### src/design/txbd_defs.svh
// Purpose: offsets, field positions and reset values of the tx descriptor block
// Assumes: each register is one 32-bit word at byte address 4 * index
// Notes:   definitions only
`ifndef TXBD_DEFS_SVH
`define TXBD_DEFS_SVH

// register indexes, byte address is four times the index
`define TXBD_IDX_PB0      8'hb0
`define TXBD_IDX_PB1      8'hb1
`define TXBD_IDX_PB2      8'hb2
`define TXBD_IDX_SB0      8'hb4
`define TXBD_IDX_SB1      8'hb5
`define TXBD_IDX_SB2      8'hb6
`define TXBD_IDX_PC0      8'hb8
`define TXBD_IDX_PC1      8'hb9
`define TXBD_IDX_SC0      8'hba
`define TXBD_IDX_SC1      8'hbb
`define TXBD_IDX_CTRL     8'hf0
`define TXBD_IDX_STAT     8'hf1

// reset value of every byte register
`define TXBD_RST_BYTE     8'h00

// count high register: command bits and writable mask
`define TXBD_BIT_ME       7
`define TXBD_BIT_FR       6
`define TXBD_BIT_IF       5
`define TXBD_HI_MASK      8'hef
`define TXBD_CMD_CLR      8'he0
`define TXBD_FULL_MASK    8'hff

// control register fields
`define TXBD_CTL_EN       0
`define TXBD_CTL_SW       1
`define TXBD_CTL_MASK     8'h03

// bus responses
`define TXBD_RESP_OK      2'h0
`define TXBD_RESP_ERR     2'h2

`endif

### src/design/txbd_pkg.sv
// Purpose: shared types of the tx descriptor block
// Assumes: nothing beyond the defs header
// Notes:   slot order is the storage order of the byte registers
package txbd_pkg;

   // storage slot of each byte register
   typedef enum logic [3:0] {
      SL_PB0, SL_PB1, SL_PB2, SL_SB0, SL_SB1, SL_SB2,
      SL_PC0, SL_PC1, SL_SC0, SL_SC1, SL_CTRL, SL_NONE
   } txbd_slot_t;

   // engine states
   typedef enum logic [2:0] {S_IDLE, S_LOAD, S_FETCH, S_SEND, S_FINISH} txbd_state_t;

   // one buffer descriptor as the engine sees it
   typedef struct packed {
      logic [23:0] base;
      logic [11:0] len;
      logic [2:0]  cmd;   // message end, frame, info frame
   } txbd_desc_t;

   // register write issued by the bus slave
   typedef struct packed {
      logic       go;
      logic [7:0] idx;
      logic [7:0] data;
      logic       strb0;
   } txbd_wreq_t;

endpackage : txbd_pkg

### src/design/txbd_byte_reg.sv
// Purpose: one byte register with write mask and hardware clear
// Assumes: synchronous active-low reset
// Notes:   a software write in the clear cycle wins
`timescale 1ns/1ps
`default_nettype none
module txbd_byte_reg #(
   parameter logic [7:0] MASK = 8'hff  // writable bits, others read zero
) (
   input  wire logic       clk,
   input  wire logic       rst_n,
   input  wire logic       we,
   input  wire logic [7:0] wd,
   input  wire logic [7:0] clr,
   output var  logic [7:0] q
);
   // store, or drop the bits hardware has consumed
   always_ff @(posedge clk)
   begin
      if (!rst_n)
         q <= 8'h00;
      else if (we)
         q <= wd & MASK;
      else
         q <= q & ~clr;
   end
endmodule : txbd_byte_reg
`default_nettype wire

### src/design/txbd_axil_slave.sv
// Purpose: axi4-lite slave front end of the descriptor registers
// Assumes: one write and one read in flight at most
// Notes:   address and data may arrive in either order
`timescale 1ns/1ps
`default_nettype none
`include "txbd_defs.svh"
module txbd_axil_slave
   import txbd_pkg::*;
(
   input  wire logic             clk,
   input  wire logic             rst_n,
   input  wire logic [9:0]       awaddr,
   input  wire logic             awvalid,
   output var  logic             awready,
   input  wire logic [31:0]      wdata,
   input  wire logic [3:0]       wstrb,
   input  wire logic             wvalid,
   output var  logic             wready,
   output var  logic [1:0]       bresp,
   output var  logic             bvalid,
   input  wire logic             bready,
   input  wire logic [9:0]       araddr,
   input  wire logic             arvalid,
   output var  logic             arready,
   output var  logic [31:0]      rdata,
   output var  logic [1:0]       rresp,
   output var  logic             rvalid,
   input  wire logic             rready,
   output var txbd_wreq_t        wreq,
   input  wire logic             wr_ok,
   output var  logic [7:0]       rd_idx,
   input  wire logic [7:0]       rd_data,
   input  wire logic             rd_ok
);
   logic [7:0] aw_idx_q;  // held write index
   logic [7:0] w_data_q;  // held write byte
   logic       w_strb_q;  // low lane enabled
   logic       aw_h_q;    // address taken
   logic       w_h_q;     // data taken

   // write fires once both halves are held
   always_comb
   begin
      wreq.go    = aw_h_q && w_h_q && !bvalid;
      wreq.idx   = aw_idx_q;
      wreq.data  = w_data_q;
      wreq.strb0 = w_strb_q;
      rd_idx     = araddr[9:2];
   end

   // write channels, ready drops while a half is held
   always_ff @(posedge clk)
   begin
      if (!rst_n)
      begin
         aw_h_q <= 1'b0; w_h_q <= 1'b0; awready <= 1'b1; wready <= 1'b1;
         bvalid <= 1'b0; bresp <= `TXBD_RESP_OK;
         aw_idx_q <= 8'h00; w_data_q <= 8'h00; w_strb_q <= 1'b0;
      end
      else
      begin
         if (awvalid && awready)
         begin
            aw_h_q <= 1'b1; awready <= 1'b0; aw_idx_q <= awaddr[9:2];
         end
         if (wvalid && wready)
         begin
            w_h_q <= 1'b1; wready <= 1'b0; w_data_q <= wdata[7:0]; w_strb_q <= wstrb[0];
         end
         if (wreq.go)
         begin
            bvalid <= 1'b1; bresp <= wr_ok ? `TXBD_RESP_OK : `TXBD_RESP_ERR;
            aw_h_q <= 1'b0; w_h_q <= 1'b0;
         end
         if (bvalid && bready)
         begin
            bvalid <= 1'b0; awready <= 1'b1; wready <= 1'b1;
         end
      end
   end

   // read channel, answer one cycle after the address is taken
   always_ff @(posedge clk)
   begin
      if (!rst_n)
      begin
         arready <= 1'b1; rvalid <= 1'b0; rdata <= 32'h0000_0000; rresp <= `TXBD_RESP_OK;
      end
      else if (arvalid && arready)
      begin
         arready <= 1'b0; rvalid <= 1'b1;
         rdata <= {24'h00_0000, rd_ok ? rd_data : 8'h00};
         rresp <= rd_ok ? `TXBD_RESP_OK : `TXBD_RESP_ERR;
      end
      else if (rvalid && rready)
      begin
         rvalid <= 1'b0; arready <= 1'b1;
      end
   end
endmodule : txbd_axil_slave
`default_nettype wire

### src/design/txbd_top.sv
// Purpose: transmit dma buffer descriptors and the engine that walks them
// Assumes: memory and transmit path run on MCLK; one byte per memory read
// Notes:   command bits in a count high register arm that buffer
//
// Behaviour
// - primary base is 24-bit, three bytes
// - single mode fetches only from primary buffer
// - switched mode alternates primary and secondary buffers
// - secondary base used only in switched mode
// - secondary base is 24-bit, three bytes
// - primary count 12 bits, split low/high
// - single mode ignores secondary count
// - count high bit7 is message end command
// - count high bit6 is frame command
// - bit5 info frame command, bit4 reads zero
// - secondary count high has same layout
// - secondary count 12 bits, switched mode only
`timescale 1ns/1ps
`default_nettype none
`include "txbd_defs.svh"
module txbd_top
   import txbd_pkg::*;
(
   input  wire logic        MCLK,
   input  wire logic        RST_N,
   input  wire logic [9:0]  S_AXI_AWADDR,
   input  wire logic        S_AXI_AWVALID,
   output var  logic        S_AXI_AWREADY,
   input  wire logic [31:0] S_AXI_WDATA,
   input  wire logic [3:0]  S_AXI_WSTRB,
   input  wire logic        S_AXI_WVALID,
   output var  logic        S_AXI_WREADY,
   output var  logic [1:0]  S_AXI_BRESP,
   output var  logic        S_AXI_BVALID,
   input  wire logic        S_AXI_BREADY,
   input  wire logic [9:0]  S_AXI_ARADDR,
   input  wire logic        S_AXI_ARVALID,
   output var  logic        S_AXI_ARREADY,
   output var  logic [31:0] S_AXI_RDATA,
   output var  logic [1:0]  S_AXI_RRESP,
   output var  logic        S_AXI_RVALID,
   input  wire logic        S_AXI_RREADY,
   output var  logic        MEM_REQ,
   output var  logic [23:0] MEM_ADDR,
   input  wire logic        MEM_ACK,
   input  wire logic [7:0]  MEM_RDATA,
   output var  logic        TX_VALID,
   output var  logic [7:0]  TX_DATA,
   input  wire logic        TX_READY,
   output var  logic        TX_MSG_END,
   output var  logic        TX_FRAME,
   output var  logic        TX_INFO_FRAME
);
   localparam int NSLOT = int'(SL_NONE);  // number of byte registers

   txbd_wreq_t  wreq;                 // write from the bus slave
   logic        wr_ok;                // write index is mapped
   logic [7:0]  rd_idx;               // read index from the bus slave
   logic [7:0]  rd_data;              // read byte
   logic        rd_ok;                // read index is mapped
   txbd_slot_t  wr_slot;              // decoded write slot
   txbd_slot_t  rd_slot;              // decoded read slot
   logic [7:0]  reg_q [0:NSLOT-1];    // register storage
   logic [7:0]  clr   [0:NSLOT-1];    // hardware clear per register
   txbd_desc_t  desc  [0:1];          // primary and secondary descriptor
   txbd_desc_t  cur_desc;             // descriptor in work
   logic [1:0]  pend;                 // buffer armed by a command bit
   logic        dma_en;               // internal dma mode active
   logic        sw_mode;              // switched-buffer operation
   logic        go;                   // engine may start from idle
   logic        sel;                  // buffer picked at start
   logic        next_other;           // continue with the other buffer
   txbd_state_t state_q;              // engine state
   logic        cur_buf_q;            // buffer in work, 1 is secondary
   logic        last_buf_q;           // last buffer completed
   logic [11:0] offset_q;             // bytes already passed on
   logic [7:0]  status;               // status register image

   // index to storage slot, unknown indexes give none
   function automatic txbd_slot_t slot_of(input logic [7:0] idx);
      case (idx)
         `TXBD_IDX_PB0:  slot_of = SL_PB0;
         `TXBD_IDX_PB1:  slot_of = SL_PB1;
         `TXBD_IDX_PB2:  slot_of = SL_PB2;
         `TXBD_IDX_SB0:  slot_of = SL_SB0;
         `TXBD_IDX_SB1:  slot_of = SL_SB1;
         `TXBD_IDX_SB2:  slot_of = SL_SB2;
         `TXBD_IDX_PC0:  slot_of = SL_PC0;
         `TXBD_IDX_PC1:  slot_of = SL_PC1;
         `TXBD_IDX_SC0:  slot_of = SL_SC0;
         `TXBD_IDX_SC1:  slot_of = SL_SC1;
         `TXBD_IDX_CTRL: slot_of = SL_CTRL;
         default:        slot_of = SL_NONE;
      endcase
   endfunction : slot_of

   // bus front end
   txbd_axil_slave u_bus (
      .clk     (MCLK),
      .rst_n   (RST_N),
      .awaddr  (S_AXI_AWADDR),
      .awvalid (S_AXI_AWVALID),
      .awready (S_AXI_AWREADY),
      .wdata   (S_AXI_WDATA),
      .wstrb   (S_AXI_WSTRB),
      .wvalid  (S_AXI_WVALID),
      .wready  (S_AXI_WREADY),
      .bresp   (S_AXI_BRESP),
      .bvalid  (S_AXI_BVALID),
      .bready  (S_AXI_BREADY),
      .araddr  (S_AXI_ARADDR),
      .arvalid (S_AXI_ARVALID),
      .arready (S_AXI_ARREADY),
      .rdata   (S_AXI_RDATA),
      .rresp   (S_AXI_RRESP),
      .rvalid  (S_AXI_RVALID),
      .rready  (S_AXI_RREADY),
      .wreq    (wreq),
      .wr_ok   (wr_ok),
      .rd_idx  (rd_idx),
      .rd_data (rd_data),
      .rd_ok   (rd_ok)
   );

   // address decode; the status register takes no writes
   always_comb
   begin
      wr_slot = slot_of(wreq.idx);
      rd_slot = slot_of(rd_idx);
      wr_ok   = (wr_slot != SL_NONE);
      rd_ok   = (rd_slot != SL_NONE) || (rd_idx == `TXBD_IDX_STAT);
      rd_data = (rd_slot != SL_NONE) ? reg_q[rd_slot] : status;
   end

   // one byte register per slot; count high bit4 and spare control bits stay zero
   for (genvar i = 0; i < NSLOT; i++)
   begin : g_reg
      localparam logic [7:0] MASK =
         (i == int'(SL_PC1) || i == int'(SL_SC1)) ? `TXBD_HI_MASK :
         (i == int'(SL_CTRL)) ? `TXBD_CTL_MASK : `TXBD_FULL_MASK;
      txbd_byte_reg #(.MASK(MASK)) u_reg (
         .clk   (MCLK),
         .rst_n (RST_N),
         .we    (wreq.go && wreq.strb0 && (int'(wr_slot) == i)),
         .wd    (wreq.data),
         .clr   (clr[i]),
         .q     (reg_q[i])
      );
   end

   // command bits of the finished buffer are consumed at the end of it
   always_comb
   begin
      for (int j = 0; j < NSLOT; j++)
         clr[j] = 8'h00;
      if (state_q == S_FINISH)
         clr[cur_buf_q ? SL_SC1 : SL_PC1] = `TXBD_CMD_CLR;
   end

   // descriptors assembled from the byte registers
   always_comb
   begin
      desc[0].base = {reg_q[SL_PB2], reg_q[SL_PB1], reg_q[SL_PB0]};
      desc[1].base = {reg_q[SL_SB2], reg_q[SL_SB1], reg_q[SL_SB0]};
      desc[0].len  = {reg_q[SL_PC1][3:0], reg_q[SL_PC0]};
      desc[1].len  = {reg_q[SL_SC1][3:0], reg_q[SL_SC0]};
      desc[0].cmd  = reg_q[SL_PC1][`TXBD_BIT_ME:`TXBD_BIT_IF];
      desc[1].cmd  = reg_q[SL_SC1][`TXBD_BIT_ME:`TXBD_BIT_IF];
      cur_desc     = desc[cur_buf_q];
      pend[0]      = |desc[0].cmd;
      pend[1]      = |desc[1].cmd;
      dma_en       = reg_q[SL_CTRL][`TXBD_CTL_EN];
      sw_mode      = reg_q[SL_CTRL][`TXBD_CTL_SW];
      status       = {5'h00, last_buf_q, cur_buf_q, state_q != S_IDLE};
   end

   // buffer choice: single mode never looks at the secondary descriptor
   always_comb
   begin
      if (!sw_mode)
      begin
         sel = 1'b0;
         go  = dma_en && pend[0];
      end
      else
      begin
         sel = pend[!last_buf_q] ? !last_buf_q : last_buf_q;
         go  = dma_en && (|pend);
      end
      next_other = dma_en && sw_mode && pend[!cur_buf_q];
   end

   // engine sequencing; a mode change takes effect between buffers only
   always_ff @(posedge MCLK)
   begin
      if (!RST_N)
      begin
         state_q <= S_IDLE; cur_buf_q <= 1'b0; last_buf_q <= 1'b1; offset_q <= 12'h000;
      end
      else
      begin
         case (state_q)
            S_IDLE:
               if (go)
               begin
                  cur_buf_q <= sel; offset_q <= 12'h000; state_q <= S_LOAD;
               end
            S_LOAD:
               // a zero count sends nothing but still issues its commands
               state_q <= (offset_q == cur_desc.len) ? S_FINISH : S_FETCH;
            S_FETCH:
               if (MEM_ACK)
                  state_q <= S_SEND;
            S_SEND:
               if (TX_READY)
               begin
                  offset_q <= offset_q + 12'h001;
                  state_q  <= S_LOAD;
               end
            // command bits are dropped here; a software write landing now wins,
            // so a buffer re-armed at its very end is simply sent again
            S_FINISH:
            begin
               last_buf_q <= cur_buf_q;
               offset_q   <= 12'h000;
               if (next_other)
               begin
                  cur_buf_q <= !cur_buf_q;
                  state_q   <= S_LOAD;
               end
               else
                  state_q <= S_IDLE;
            end
            default:
               state_q <= S_IDLE;
         endcase
      end
   end

   // memory read request, held until acknowledged
   always_ff @(posedge MCLK)
   begin
      if (!RST_N)
      begin
         MEM_REQ <= 1'b0; MEM_ADDR <= 24'h00_0000;
      end
      else if (state_q == S_LOAD && offset_q != cur_desc.len)
      begin
         MEM_REQ  <= 1'b1;
         MEM_ADDR <= cur_desc.base + {12'h000, offset_q};
      end
      else if (state_q == S_FETCH && MEM_ACK)
         MEM_REQ <= 1'b0;
   end

   // fetched byte toward the transmit path
   always_ff @(posedge MCLK)
   begin
      if (!RST_N)
      begin
         TX_VALID <= 1'b0; TX_DATA <= 8'h00;
      end
      else if (state_q == S_FETCH && MEM_ACK)
      begin
         TX_VALID <= 1'b1; TX_DATA <= MEM_RDATA;
      end
      else if (TX_READY)
         TX_VALID <= 1'b0;
   end

   // command pulses after the last byte of the buffer has been passed on
   always_ff @(posedge MCLK)
   begin
      if (!RST_N)
      begin
         TX_MSG_END <= 1'b0; TX_FRAME <= 1'b0; TX_INFO_FRAME <= 1'b0;
      end
      else
      begin
         TX_MSG_END    <= (state_q == S_FINISH) && cur_desc.cmd[2];
         TX_FRAME      <= (state_q == S_FINISH) && cur_desc.cmd[1];
         TX_INFO_FRAME <= (state_q == S_FINISH) && cur_desc.cmd[0];
      end
   end

   // checks
   a_single_primary: assert property (@(posedge MCLK) disable iff (!RST_N)
      (state_q == S_IDLE && go && !sw_mode) |=> (state_q == S_LOAD && !cur_buf_q))
      else $error("single mode started the secondary buffer");
   a_sec_switched_only: assert property (@(posedge MCLK) disable iff (!RST_N)
      (state_q == S_FINISH && !sw_mode) |=> (state_q == S_IDLE))
      else $error("a second buffer followed outside switched mode");
   a_first_addr_base: assert property (@(posedge MCLK) disable iff (!RST_N)
      (state_q == S_LOAD && offset_q == 12'h000 && cur_desc.len != 12'h000)
      |=> (MEM_REQ && MEM_ADDR == $past(cur_desc.base)))
      else $error("first fetch not at buffer base");
   a_req_held: assert property (@(posedge MCLK) disable iff (!RST_N)
      (MEM_REQ && !MEM_ACK) |=> (MEM_REQ && $stable(MEM_ADDR)))
      else $error("memory request dropped before acknowledge");
   a_byte_forward: assert property (@(posedge MCLK) disable iff (!RST_N)
      (MEM_REQ && MEM_ACK) |=> (TX_VALID && TX_DATA == $past(MEM_RDATA) && !MEM_REQ))
      else $error("fetched byte not offered to transmit path");
   a_tx_held: assert property (@(posedge MCLK) disable iff (!RST_N)
      (TX_VALID && !TX_READY) |=> (TX_VALID && $stable(TX_DATA)))
      else $error("transmit byte changed before it was taken");
   a_len_reached: assert property (@(posedge MCLK) disable iff (!RST_N)
      (state_q == S_FINISH) |-> (offset_q == cur_desc.len))
      else $error("buffer closed before its byte count");
   a_cmd_msg_end: assert property (@(posedge MCLK) disable iff (!RST_N)
      (state_q == S_FINISH) |=> (TX_MSG_END == $past(cur_desc.cmd[2])))
      else $error("message end pulse does not follow command bit");
   a_cmd_frame: assert property (@(posedge MCLK) disable iff (!RST_N)
      (state_q == S_FINISH) |=> (TX_FRAME == $past(cur_desc.cmd[1])))
      else $error("frame pulse does not follow command bit");
   a_cmd_info: assert property (@(posedge MCLK) disable iff (!RST_N)
      (state_q == S_FINISH) |=> (TX_INFO_FRAME == $past(cur_desc.cmd[0])))
      else $error("info frame pulse does not follow command bit");
   a_bit4_zero: assert property (@(posedge MCLK) disable iff (!RST_N)
      (reg_q[SL_PC1][4] == 1'b0) && (reg_q[SL_SC1][4] == 1'b0))
      else $error("count high bit four is not zero");
   a_alternate: assert property (@(posedge MCLK) disable iff (!RST_N)
      (state_q == S_FINISH && next_other)
      |=> (cur_buf_q != $past(cur_buf_q) && state_q == S_LOAD))
      else $error("switched mode did not alternate buffers");
   a_sec_len_used: assert property (@(posedge MCLK) disable iff (!RST_N)
      (state_q == S_FINISH && cur_buf_q) |-> (offset_q == desc[1].len))
      else $error("secondary buffer length not honoured");

   c_single_run: cover property (@(posedge MCLK) disable iff (!RST_N)
      state_q == S_FINISH && !sw_mode && TX_VALID == 1'b0);
   c_switch_run: cover property (@(posedge MCLK) disable iff (!RST_N)
      state_q == S_FINISH && next_other);
   c_stall_tx: cover property (@(posedge MCLK) disable iff (!RST_N)
      (TX_VALID && !TX_READY) ##1 (TX_VALID && TX_READY));
   c_sec_start: cover property (@(posedge MCLK) disable iff (!RST_N)
      state_q == S_LOAD && cur_buf_q && offset_q == 12'h000);
   c_sec_armed_single: cover property (@(posedge MCLK) disable iff (!RST_N)
      state_q == S_FINISH && !sw_mode && pend[1]);
endmodule : txbd_top
`default_nettype wire

### config.mk
export PLATFORM = sky130hd
export DESIGN_NAME = txbd_top
export DESIGN_NICKNAME = d
export VERILOG_FILES = /design/src/design/txbd_pkg.sv /design/src/design/txbd_byte_reg.sv /design/src/design/txbd_axil_slave.sv /design/src/design/txbd_top.sv
export VERILOG_INCLUDE_DIRS = /design/src /design/src/design
export SDC_FILE = /design/constraint.sdc
export NUM_CORES = 1
export LEC_CHECK = 0
export ABC_CLOCK_PERIOD_IN_PS = 12110
export BUFFER_PORTS_ARGS = -buffer_cell sky130_fd_sc_hd__buf_2
export CORE_MARGIN = 2
export CORE_UTILIZATION = 50
export DETAILED_ROUTE_END_ITERATION = 8
export PLACE_DENSITY = 0.81
export SYNTH_ARGS = -nofsm -noshare
export SYNTH_HDL_FRONTEND = slang
export SYNTH_SLANG_ARGS = --single-unit
### constraint.sdc
create_clock -name MCLK -period 12.11 [get_ports MCLK]
set_input_delay 0 -clock MCLK [delete_from_list [all_inputs] [get_ports MCLK]]
set_output_delay 0 -clock MCLK [all_outputs]
set_load 0.005 [all_outputs]
Word-level counts from Yosys, hierarchy flattened:

Index checks and enable logic that the tools add are counted.

* $add $sub $neg: 2
* multiplexer cells: 54
* reduce and logical (&&, ||, !) cells: 52
* bitwise gates (word level): 26
* $lt $le $gt $ge: 6
* equality and inequality tests: 45

Operators with widths (number)
* $eq A8 B8 Y1 const B: 23
* $mux W8: 15
* $mux W39: 3
* $and A8 B8 Y8: 11
* $mux W88: 1
* $not A8 Y8: 11
* $pmux W4 S11: 2
* $pmux W12 S3: 1
* $bmux W8 S4: 1
* $demux W8 S4: 1
* $logic_and A1 B1 Y1: 29
* $eq A4 B4 Y1 const B: 7
* $add A24 B12 Y24: 1
* $mux W12: 2
* $mux W1: 18
* $pmux W3 S5: 1
* $add A12 B1 Y12 const B: 1
* $eq A12 B12 Y1: 1
* $mux W3: 4
* $ne A12 B12 Y1: 1
* $ge A5 B5 Y1 const B: 2
* $not A4 Y5: 2
* $reduce_or A2 Y1: 5
* $reduce_and A3 Y1: 3
* 23 further kinds: 39

* output and inout port bits: 78
* input bits: 73
* word-level logic and storage cells: 223
* register bits after elaboration: 178

Depth between registers and ports, before layout:

Gate-level depths: netlist (run 1).

* depth after elaboration: 10
* gate-level depth with buffers: 15
* gate-level depth less buffers: 10

Hierarchy:

Synthesis (run 1) repeated with hierarchy kept, for this count alone.

* cells, all modules: 1127
* area, all modules: 10279.9 um^2

By module, submodules not included
* txbd_top: cells an instance 657, area each 5057.4 um^2, sequential area each 1081.0 um^2, times used 1
* txbd_byte_reg (g_reg[0].u_reg ...): cells an instance 26, area each 346.6 um^2, sequential area each 160.2 um^2, times used 8
* txbd_axil_slave: cells an instance 182, area each 1514.0 um^2, sequential area each 680.7 um^2, times used 1
* txbd_byte_reg (g_reg[7].u_reg ...): cells an instance 29, area each 325.3 um^2, sequential area each 160.2 um^2, times used 2
* txbd_byte_reg (g_reg[10].u_reg): cells an instance 22, area each 285.3 um^2, sequential area each 160.2 um^2, times used 1

Worst setup path before layout (run 1):

Ideal clock, no wire load.

* path type: reg2reg
* start: reg cur_buf_q
* end: reg MEM_ADDR[23]
* library setup time: 0.076 ns
* setup slack: 8.166 ns
* stages on the path, launching flop included: 14
* data arrival time: 3.868 ns
* cell sequence: dfxtp_1 buf_2 clkbuf_1 buf_2 buf_1 buf_1 mux2_2 ha_1 a2111oi_0 nand2b_1 a31oi_1 nor3_1 xor2_1 o22ai_1

* cells in the longest elaborated chain, start to end: 6
* elaborated cells on any way between the ends: 7

Ends and longest elaborated chain
* start, declared: line txbd_top.sv:74 `logic cur_buf_q;`
* start signal, assigned: line txbd_top.sv:228 `cur_buf_q <= !cur_buf_q;`
* $not A1 Y2 (implied by the code) (*): line txbd_top.sv:169 `cur_desc = desc[cur_buf_q];`
* $mux W39 (implied by the code) (*) (3 in a row): line txbd_top.sv:169
* branches (longest 2 deep; another with $add A24 B12 Y24)
* end signal, assigned: line txbd_top.sv:250 `MEM_ADDR <= cur_desc.base + {12'h000, offset_q};`
* end, declared: line txbd_top.sv:44 `output var logic [23:0] MEM_ADDR,`

Mark *: on every way between the ends. The select of a mux whose other input is x is not followed.
A chain may end at the register's enable or synchronous reset.

Worst setup path in the final report (run 1):

* start: reg cur_buf_q
* end: reg MEM_ADDR[17]

Same word-level chain as after synthesis.

==> impl_metrics.tcl, run 1 <==
set metrics [dict create \
    hold_viol 0 \
    ir_drop_mv 0.112 \
    drt_iter0_markers 984 \
    internal_power_uw 865 \
    gp_congestion 0.957 \
    drtAntennaViolNets 0 \
    n_antenna_cell 0 \
    cts_buffers 17 \
    worst_pin_slew_ns 1.26 \
    drive_gt1_frac 0.129 \
    antenna_found_initial 0 \
    fp.dieH_um 141 \
    post-cts-setup-buffers 0 \
    crit_path_end_kind "flop" \
    synth_area_um2 9410 \
    power_frac_clock 0.440 \
    grt_max_degree 116 \
    grt_pass1_wl_um 42900 \
    worstSetupPathType "reg2reg" \
    fin_crit_ns 3.61 \
    slew_headroom 0.154 \
    ys_ff_latch 168 \
    grt_pass1_vias 8211 \
    synth_compound_area_frac 0.190 \
    maxSlewViolCount 0 \
    drv_cap 0 \
    fin_ws_ns 8.50 \
    setup_viol 0 \
    avgSynthCellArea_um2 8.32 \
    dp.cells 1395 \
    crit_path_start_kind "flop" \
    clock-sinks 168 \
    ys.flop_type "dfxtp_1" \
    fmax_mhz 277 \
    finClkSkew_ns 0.0142 \
    final_common_cell "dfxtp_1" \
    power_density_nw_per_um2 107 \
    drc 0 \
    required_ns 12.40 \
    seq_area_frac_synth 0.357 \
    clk_pin_slew_ns 0.07 \
    die_w_um 141 \
    synthXorXnorAreaFrac 0.0372 \
    post_cts_resized 0 \
    fin_nets 1308 \
    io_buffer_count 93 \
    holdWs_ns 0.0205 \
    final_area_um2 10800 \
    num_vias 8915 \
    tns_ns 0 \
    grt_overflow 0 \
    initial_core_util 0.507 \
    via_per_inst 6.08 \
    wl_per_cell_um 18.8 \
    cts_tree "done" \
    critical_path.max_fanout 56 \
    syn_inst 1132 \
    final_cells 1467 \
    mostFrequentLayoutCells "dfxtp_1 (167), nand2_1 (160), mux2i_1 (101), buf_2 (92), nand3_1 (67)" \
    syn_to_final_growth_pct 14.6 \
    routed_wl_um 27600 \
    clkLatencyLatePin_ns 0.44 \
    status "complete, no violations" \
    switching_power_uw 290 \
    rsz0062_at_grt "false" \
    p_leak_uw 0.00414 \
    yosysTopAreaCellShare 0.357 \
    synth_edf_count 0 \
    firstDrtPassIters 6 \
    cp.arrival_ns 3.89 \
    yosys.area_share.simple 0.218 \
    swShare 0.251 \
    synthAdderAreaFrac 0.0194 \
    p_comb_frac 0.070 \
    synthMuxAreaShare 0.122 \
    fin_crit_sh 0.298 \
    synth_area_leaders "dfxtp_1 (36%), mux2i_1 (11%), nand2_1 (6.4%)" \
    clock_path_buffers 2 \
    seqPwrFrac 0.490 \
    yosysWarningCount 0 \
    synth_top_cell_by_area "dfxtp_1" \
    num_io_pins 151 \
    cts_root_buffer "clkbuf_16" \
    dieArea_um2 19900 \
    synth_top_family_by_area "simple AND/OR/NAND/NOR gates" \
    synthArstFlopShare 0 \
    grt_usage 0.274 \
    hold_path_class "in2reg" \
    rows 50 \
    cts.htree.levels 4 \
    ys_types 74 \
    hpwl_um 19200 \
    dpl_worst_slack_ns 8.61 \
    core-area_um2 18600 \
    placed_cell_area_um2 9840 \
]
## power groups by stage
stage,sequential [uW],clock (uW),combinational [uW]
after floorplan,574,0,55.2
after global placement,578,0,66.6
after detailed placement,578,0,67.8
after CTS,566,510,78.3
after global routing,567,532,88.4
final,566,508,80.8
## registers in the layout (all words and copies together), names as in the netlist, 3 cells and up
signal          flops
TX_DATA             8
offset_q           12
state_q             3
u_bus.rdata         8
u_bus.aw_idx_q      8
g.u_reg.q          80
MEM_ADDR           24
u_bus.w_data_q      8
## cells by family (layout without fill, tap and decap cells)
kind of cell | Yosys count | in the layout
AOI/OAI and AO/OA | 270 | 270
xor gates and xnor gates | 40 | 40
adders and majority gates | 14 | 14
buffers and inverters | 108 | 184
DFF | 168 | 168
muxes | 113 | 113
other | 1 | 26
and+or+nand+nor | 418 | 418
## final timing paths
| check | start | depth (start not counted) | slack, ns | to |
|---|---|---|---|---|
| max | cur_buf_q | 9 | 8.50 | MEM_ADDR[17] |
| min | MEM_ACK | 4 | 0.02 | state_q[0] |
| max reg2reg | cur_buf_q | 9 | 8.50 | MEM_ADDR[17] |
| min reg2reg | TX_DATA[6] | 2 | 0.46 | TX_DATA[6] |
## synthesized netlist by cell type (17+ instances only)
library cell and n:
a21boi_0 37, a21oi_1 33, buf_4 28, clkbuf_1 43, dfxtp_1 168, mux2i_1 101, nand2_1 160, nand2b_1 17
nand3_1 67, nor2_1 56, nor2b_1 37, o21ai_0 66, o21ai_1 20, xnor2_1 22, xor2_1 18
## timing repair
action                                  in CTS  in global routing
hold buffers                                41                  0
endpoints found under the hold margin       34                  0
endpoints found under the setup margin       0                  0
## critical path: stages (launching register included)
cell	delay [ns]
dfxtp_2	0.31
buf_4	0.58
mux2_2	0.47
ha_1	0.35
a2111oi_0	0.38
nand2b_1	0.18
a31oi_1	0.60
nor4_1	0.17
xor2_1	0.23
o22ai_1	0.10
## routing by layer
| metal | track usage | vias to the layer above | part of all wire |
|---|---|---|---|
| met1 | 0.361 | 4260 | 0.43 |
| li1 | - | 4172 | - |
| met2 | 0.447 | 415 | 0.47 |
| met5 | 0 | - | 0 |
| met3 | 0.0469 | 68 | 0.071 |
| met4 | 0.112 | 0 | 0.031 |
## cell type report
cell class              instances  area [um^2]
fillers                      1617         7790
flip-flops and latches        168         3360
clock buffers                  19          453
repair buffers                139          916
well taps                     234          293
inverters                      14         52.6
clock inverters                12         90.1
multi-input cells             881         5620
## through the flow
step	utilization	power, uW
after floorplan	-	630
after global placement	0.530	645
after detailed placement	0.530	646
after CTS	0.581	1150
after global routing	0.581	1190
final	0.581	1160
No activity file was read; power rests on OpenSTA's default activity.
==> inputs of run 2 (changes only) <==
--- a/config.mk
+++ b/config.mk
@@ -6,12 +6,12 @@
 export SDC_FILE = /design/constraint.sdc
 export NUM_CORES = 1
 export LEC_CHECK = 0
-export ABC_CLOCK_PERIOD_IN_PS = 12110
+export ABC_CLOCK_PERIOD_IN_PS = 3310
 export BUFFER_PORTS_ARGS = -buffer_cell sky130_fd_sc_hd__buf_2
 export CORE_MARGIN = 2
 export CORE_UTILIZATION = 50
 export DETAILED_ROUTE_END_ITERATION = 8
-export PLACE_DENSITY = 0.81
+export PLACE_DENSITY = 0.84
 export SYNTH_ARGS = -nofsm -noshare
 export SYNTH_HDL_FRONTEND = slang
 export SYNTH_SLANG_ARGS = --single-unit
==> constraint.sdc (replaced) <==
create_clock -name MCLK -period 3.31 [get_ports MCLK]
set_input_delay 0 -clock MCLK [delete_from_list [all_inputs] [get_ports MCLK]]
set_output_delay 0 -clock MCLK [all_outputs]
set_load 0.005 [all_outputs]
==> run 2 against run 1 <==
Net effect: count of clock-buffer cells in the layout fell by 1; combinational power grew to 3.6 times the previous value; sequential share of layout area fell by 0.44 points; final cell count up 0.75%; via count about the same; critical endpoint unchanged; largest cell class unchanged; highest routed layer is now met5.
==> impl_metrics.tcl, run 2 (synthesis gave the netlist of run 1 again) <==
set metrics [dict create \
    slew_headroom 0.177 \
    dieArea_um2 19900 \
    r2r_cells 9 \
    hold_viol 0 \
    dpl_worst_slack_ns 0.306 \
    cp-endpoint "MEM_ADDR[17]" \
    status "complete, no violations" \
    hold_path_class "in2reg" \
    fillers 1576 \
    ir_drop_mv 0.385 \
    grt_usage 0.269 \
    fin_crit_sh 0.931 \
    worst_pin_slew_ns 1.23 \
    hpwl_um 19100 \
    final_common_cell "dfxtp_1" \
    reg2reg_from "cur_buf_q" \
    die_w_um 141 \
    via_per_inst 6.03 \
    largest_reg_flops 80 \
    drt_iter0_markers 995 \
    cts_root_buffer "clkbuf_16" \
    rrSetupSlack_ns 0.23 \
    clkLatencyLatePin_ns 0.44 \
    grt_max_degree 113 \
    required_ns 3.63 \
    clk_pin_slew_ns 0.07 \
    cts.htree.levels 4 \
    drv_cap 0 \
    wl_per_cell_um 18.2 \
    power_density_nw_per_um2 399 \
    hold-path-cell-count 2 \
    gp_congestion 0.992 \
    n_antenna_cell 0 \
    cts_buffers 17 \
    hold_path.startpoint "RST_N" \
    fin_crit_ns 3.08 \
    critPathTopFamily "simple AND/OR/NAND/NOR gates" \
    initial_core_util 0.507 \
    num_io_pins 151 \
    routed_wl_um 26900 \
    num_vias 8919 \
    top_regs "g.u_reg.q: 80 flops, MEM_ADDR: 24 flops, offset_q: 12 flops" \
    fmax_mhz 325 \
    crit_path_start_kind "flop" \
    worstSetupPathType "reg2reg" \
    post-cts-setup-buffers 0 \
    rows 50 \
    largest_register "g.u_reg.q" \
    holdBufCountCts 39 \
    clock_path_buffers 2 \
    post_cts_resized 0 \
    fin_ws_ns 0.228 \
    setup_viol 0 \
    critical_path.max_fanout 22 \
    path_cells "buf_4 -> mux2_2 -> ha_1 -> nand3_1 -> nor2_1 -> a31oi_2 -> nor4_1 -> xor2_1 -> o22ai_1" \
    path_buf_inv 1 \
    fin_nets 1318 \
    rsz0062_at_grt "false" \
    mostFrequentLayoutCells "dfxtp_1 (167), nand2_1 (160), mux2i_1 (101), buf_2 (92), nand3_1 (67)" \
    antenna_found_initial 0 \
    drc 0 \
    clock-sinks 168 \
    drive_gt1_frac 0.138 \
    cp_slowest_cell "dfxtp_2" \
    drtAntennaViolNets 0 \
    tns_ns 0 \
    grt_pass1_vias 8054 \
    syn_to_final_growth_pct 16.3 \
    cts_tree "done" \
    critical_path_depth 9 \
    fp.dieH_um 141 \
    r2r_end "MEM_ADDR[17]" \
    maxSlewViolCount 0 \
    grt_overflow 0 \
    firstDrtPassIters 5 \
    io_buffer_count 93 \
    crit_path_end_kind "flop" \
    core-area_um2 18600 \
    p_leak_uw 0.00423 \
    cpPeakStageDelay_ns 0.63 \
    cp.arrival_ns 3.40 \
    grt_pass1_wl_um 42500 \
    finClkSkew_ns 0.0115 \
    startpoint "cur_buf_q" \
]
run 2: cell type report:
class | count | area [um^2] | area share
inverters | 14 | 52.6 | 0.00480
repair buffers | 149 | 1010 | 0.0924
clock buffers | 18 | 439 | 0.0401
multi-input cells | 881 | 5630 | 0.514
flip-flops and latches | 168 | 3360 | 0.307
well taps | 234 | 293 | 0.0267
clock inverters | 14 | 160 | 0.0146
run 2: routing by layer:
metal  up-vias  track usage  routed length, um
met4         2        0.126               1100
met2       479        0.423              12200
met1      4149        0.350              11000
met5         -            0                 35
met3        81       0.0628               2540
li1       4208            -                  -
run 2: power by group:
part	total, uW	switching, uW	leakage, uW	internal (uW)
clock	2000	915	0.000290	1090
sequential	2070	30.9	0.00136	2040
combinational	292	170	0.00258	123
total	4370	1120	0.00423	3250
run 2: through the flow:
stage / util / total power [uW] / cell area, um^2 / hold slack, ns / cells
3_3_place_gp: 0.536 / 2360 / 9960 / 0.207 / 1407
3_5_place_dp: 0.536 / 2360 / 9960 / 0.210 / 1407
5_1_grt: 0.589 / 4500 / 10900 / 0.0453 / 1478
4_1_cts: 0.589 / 4380 / 10900 / 0.0118 / 1478
6_report: 0.589 / 4370 / 10900 / 0.00500 / 1478
2_1_floorplan: - / 2300 / 9530 / 0.100 / 1157
run 2: worst min-delay path by stage:
stage / slack (ns) / end
global placement: 0.21 / u_bus.wready
finish: 0.005 / last_buf_q
detailed placement: 0.21 / u_bus.wready
global route: 0.05 / last_buf_q
floorplan: 0.10 / u_bus.wready
CTS: 0.01 / last_buf_q
run 2: worst reg2reg max path: cells and delay by family (launching register included):
family / cells / cell delay (ns)
XOR/XNOR: 1 / 0.18
AND/OR/NAND/NOR: 3 / 0.70
buffers and inverters: 1 / 0.36
adder cells (fa/ha/maj): 1 / 0.39
multiplexers: 1 / 0.38
AO/OA/AOI/OAI: 2 / 0.32
flip-flops: 1 / 0.63
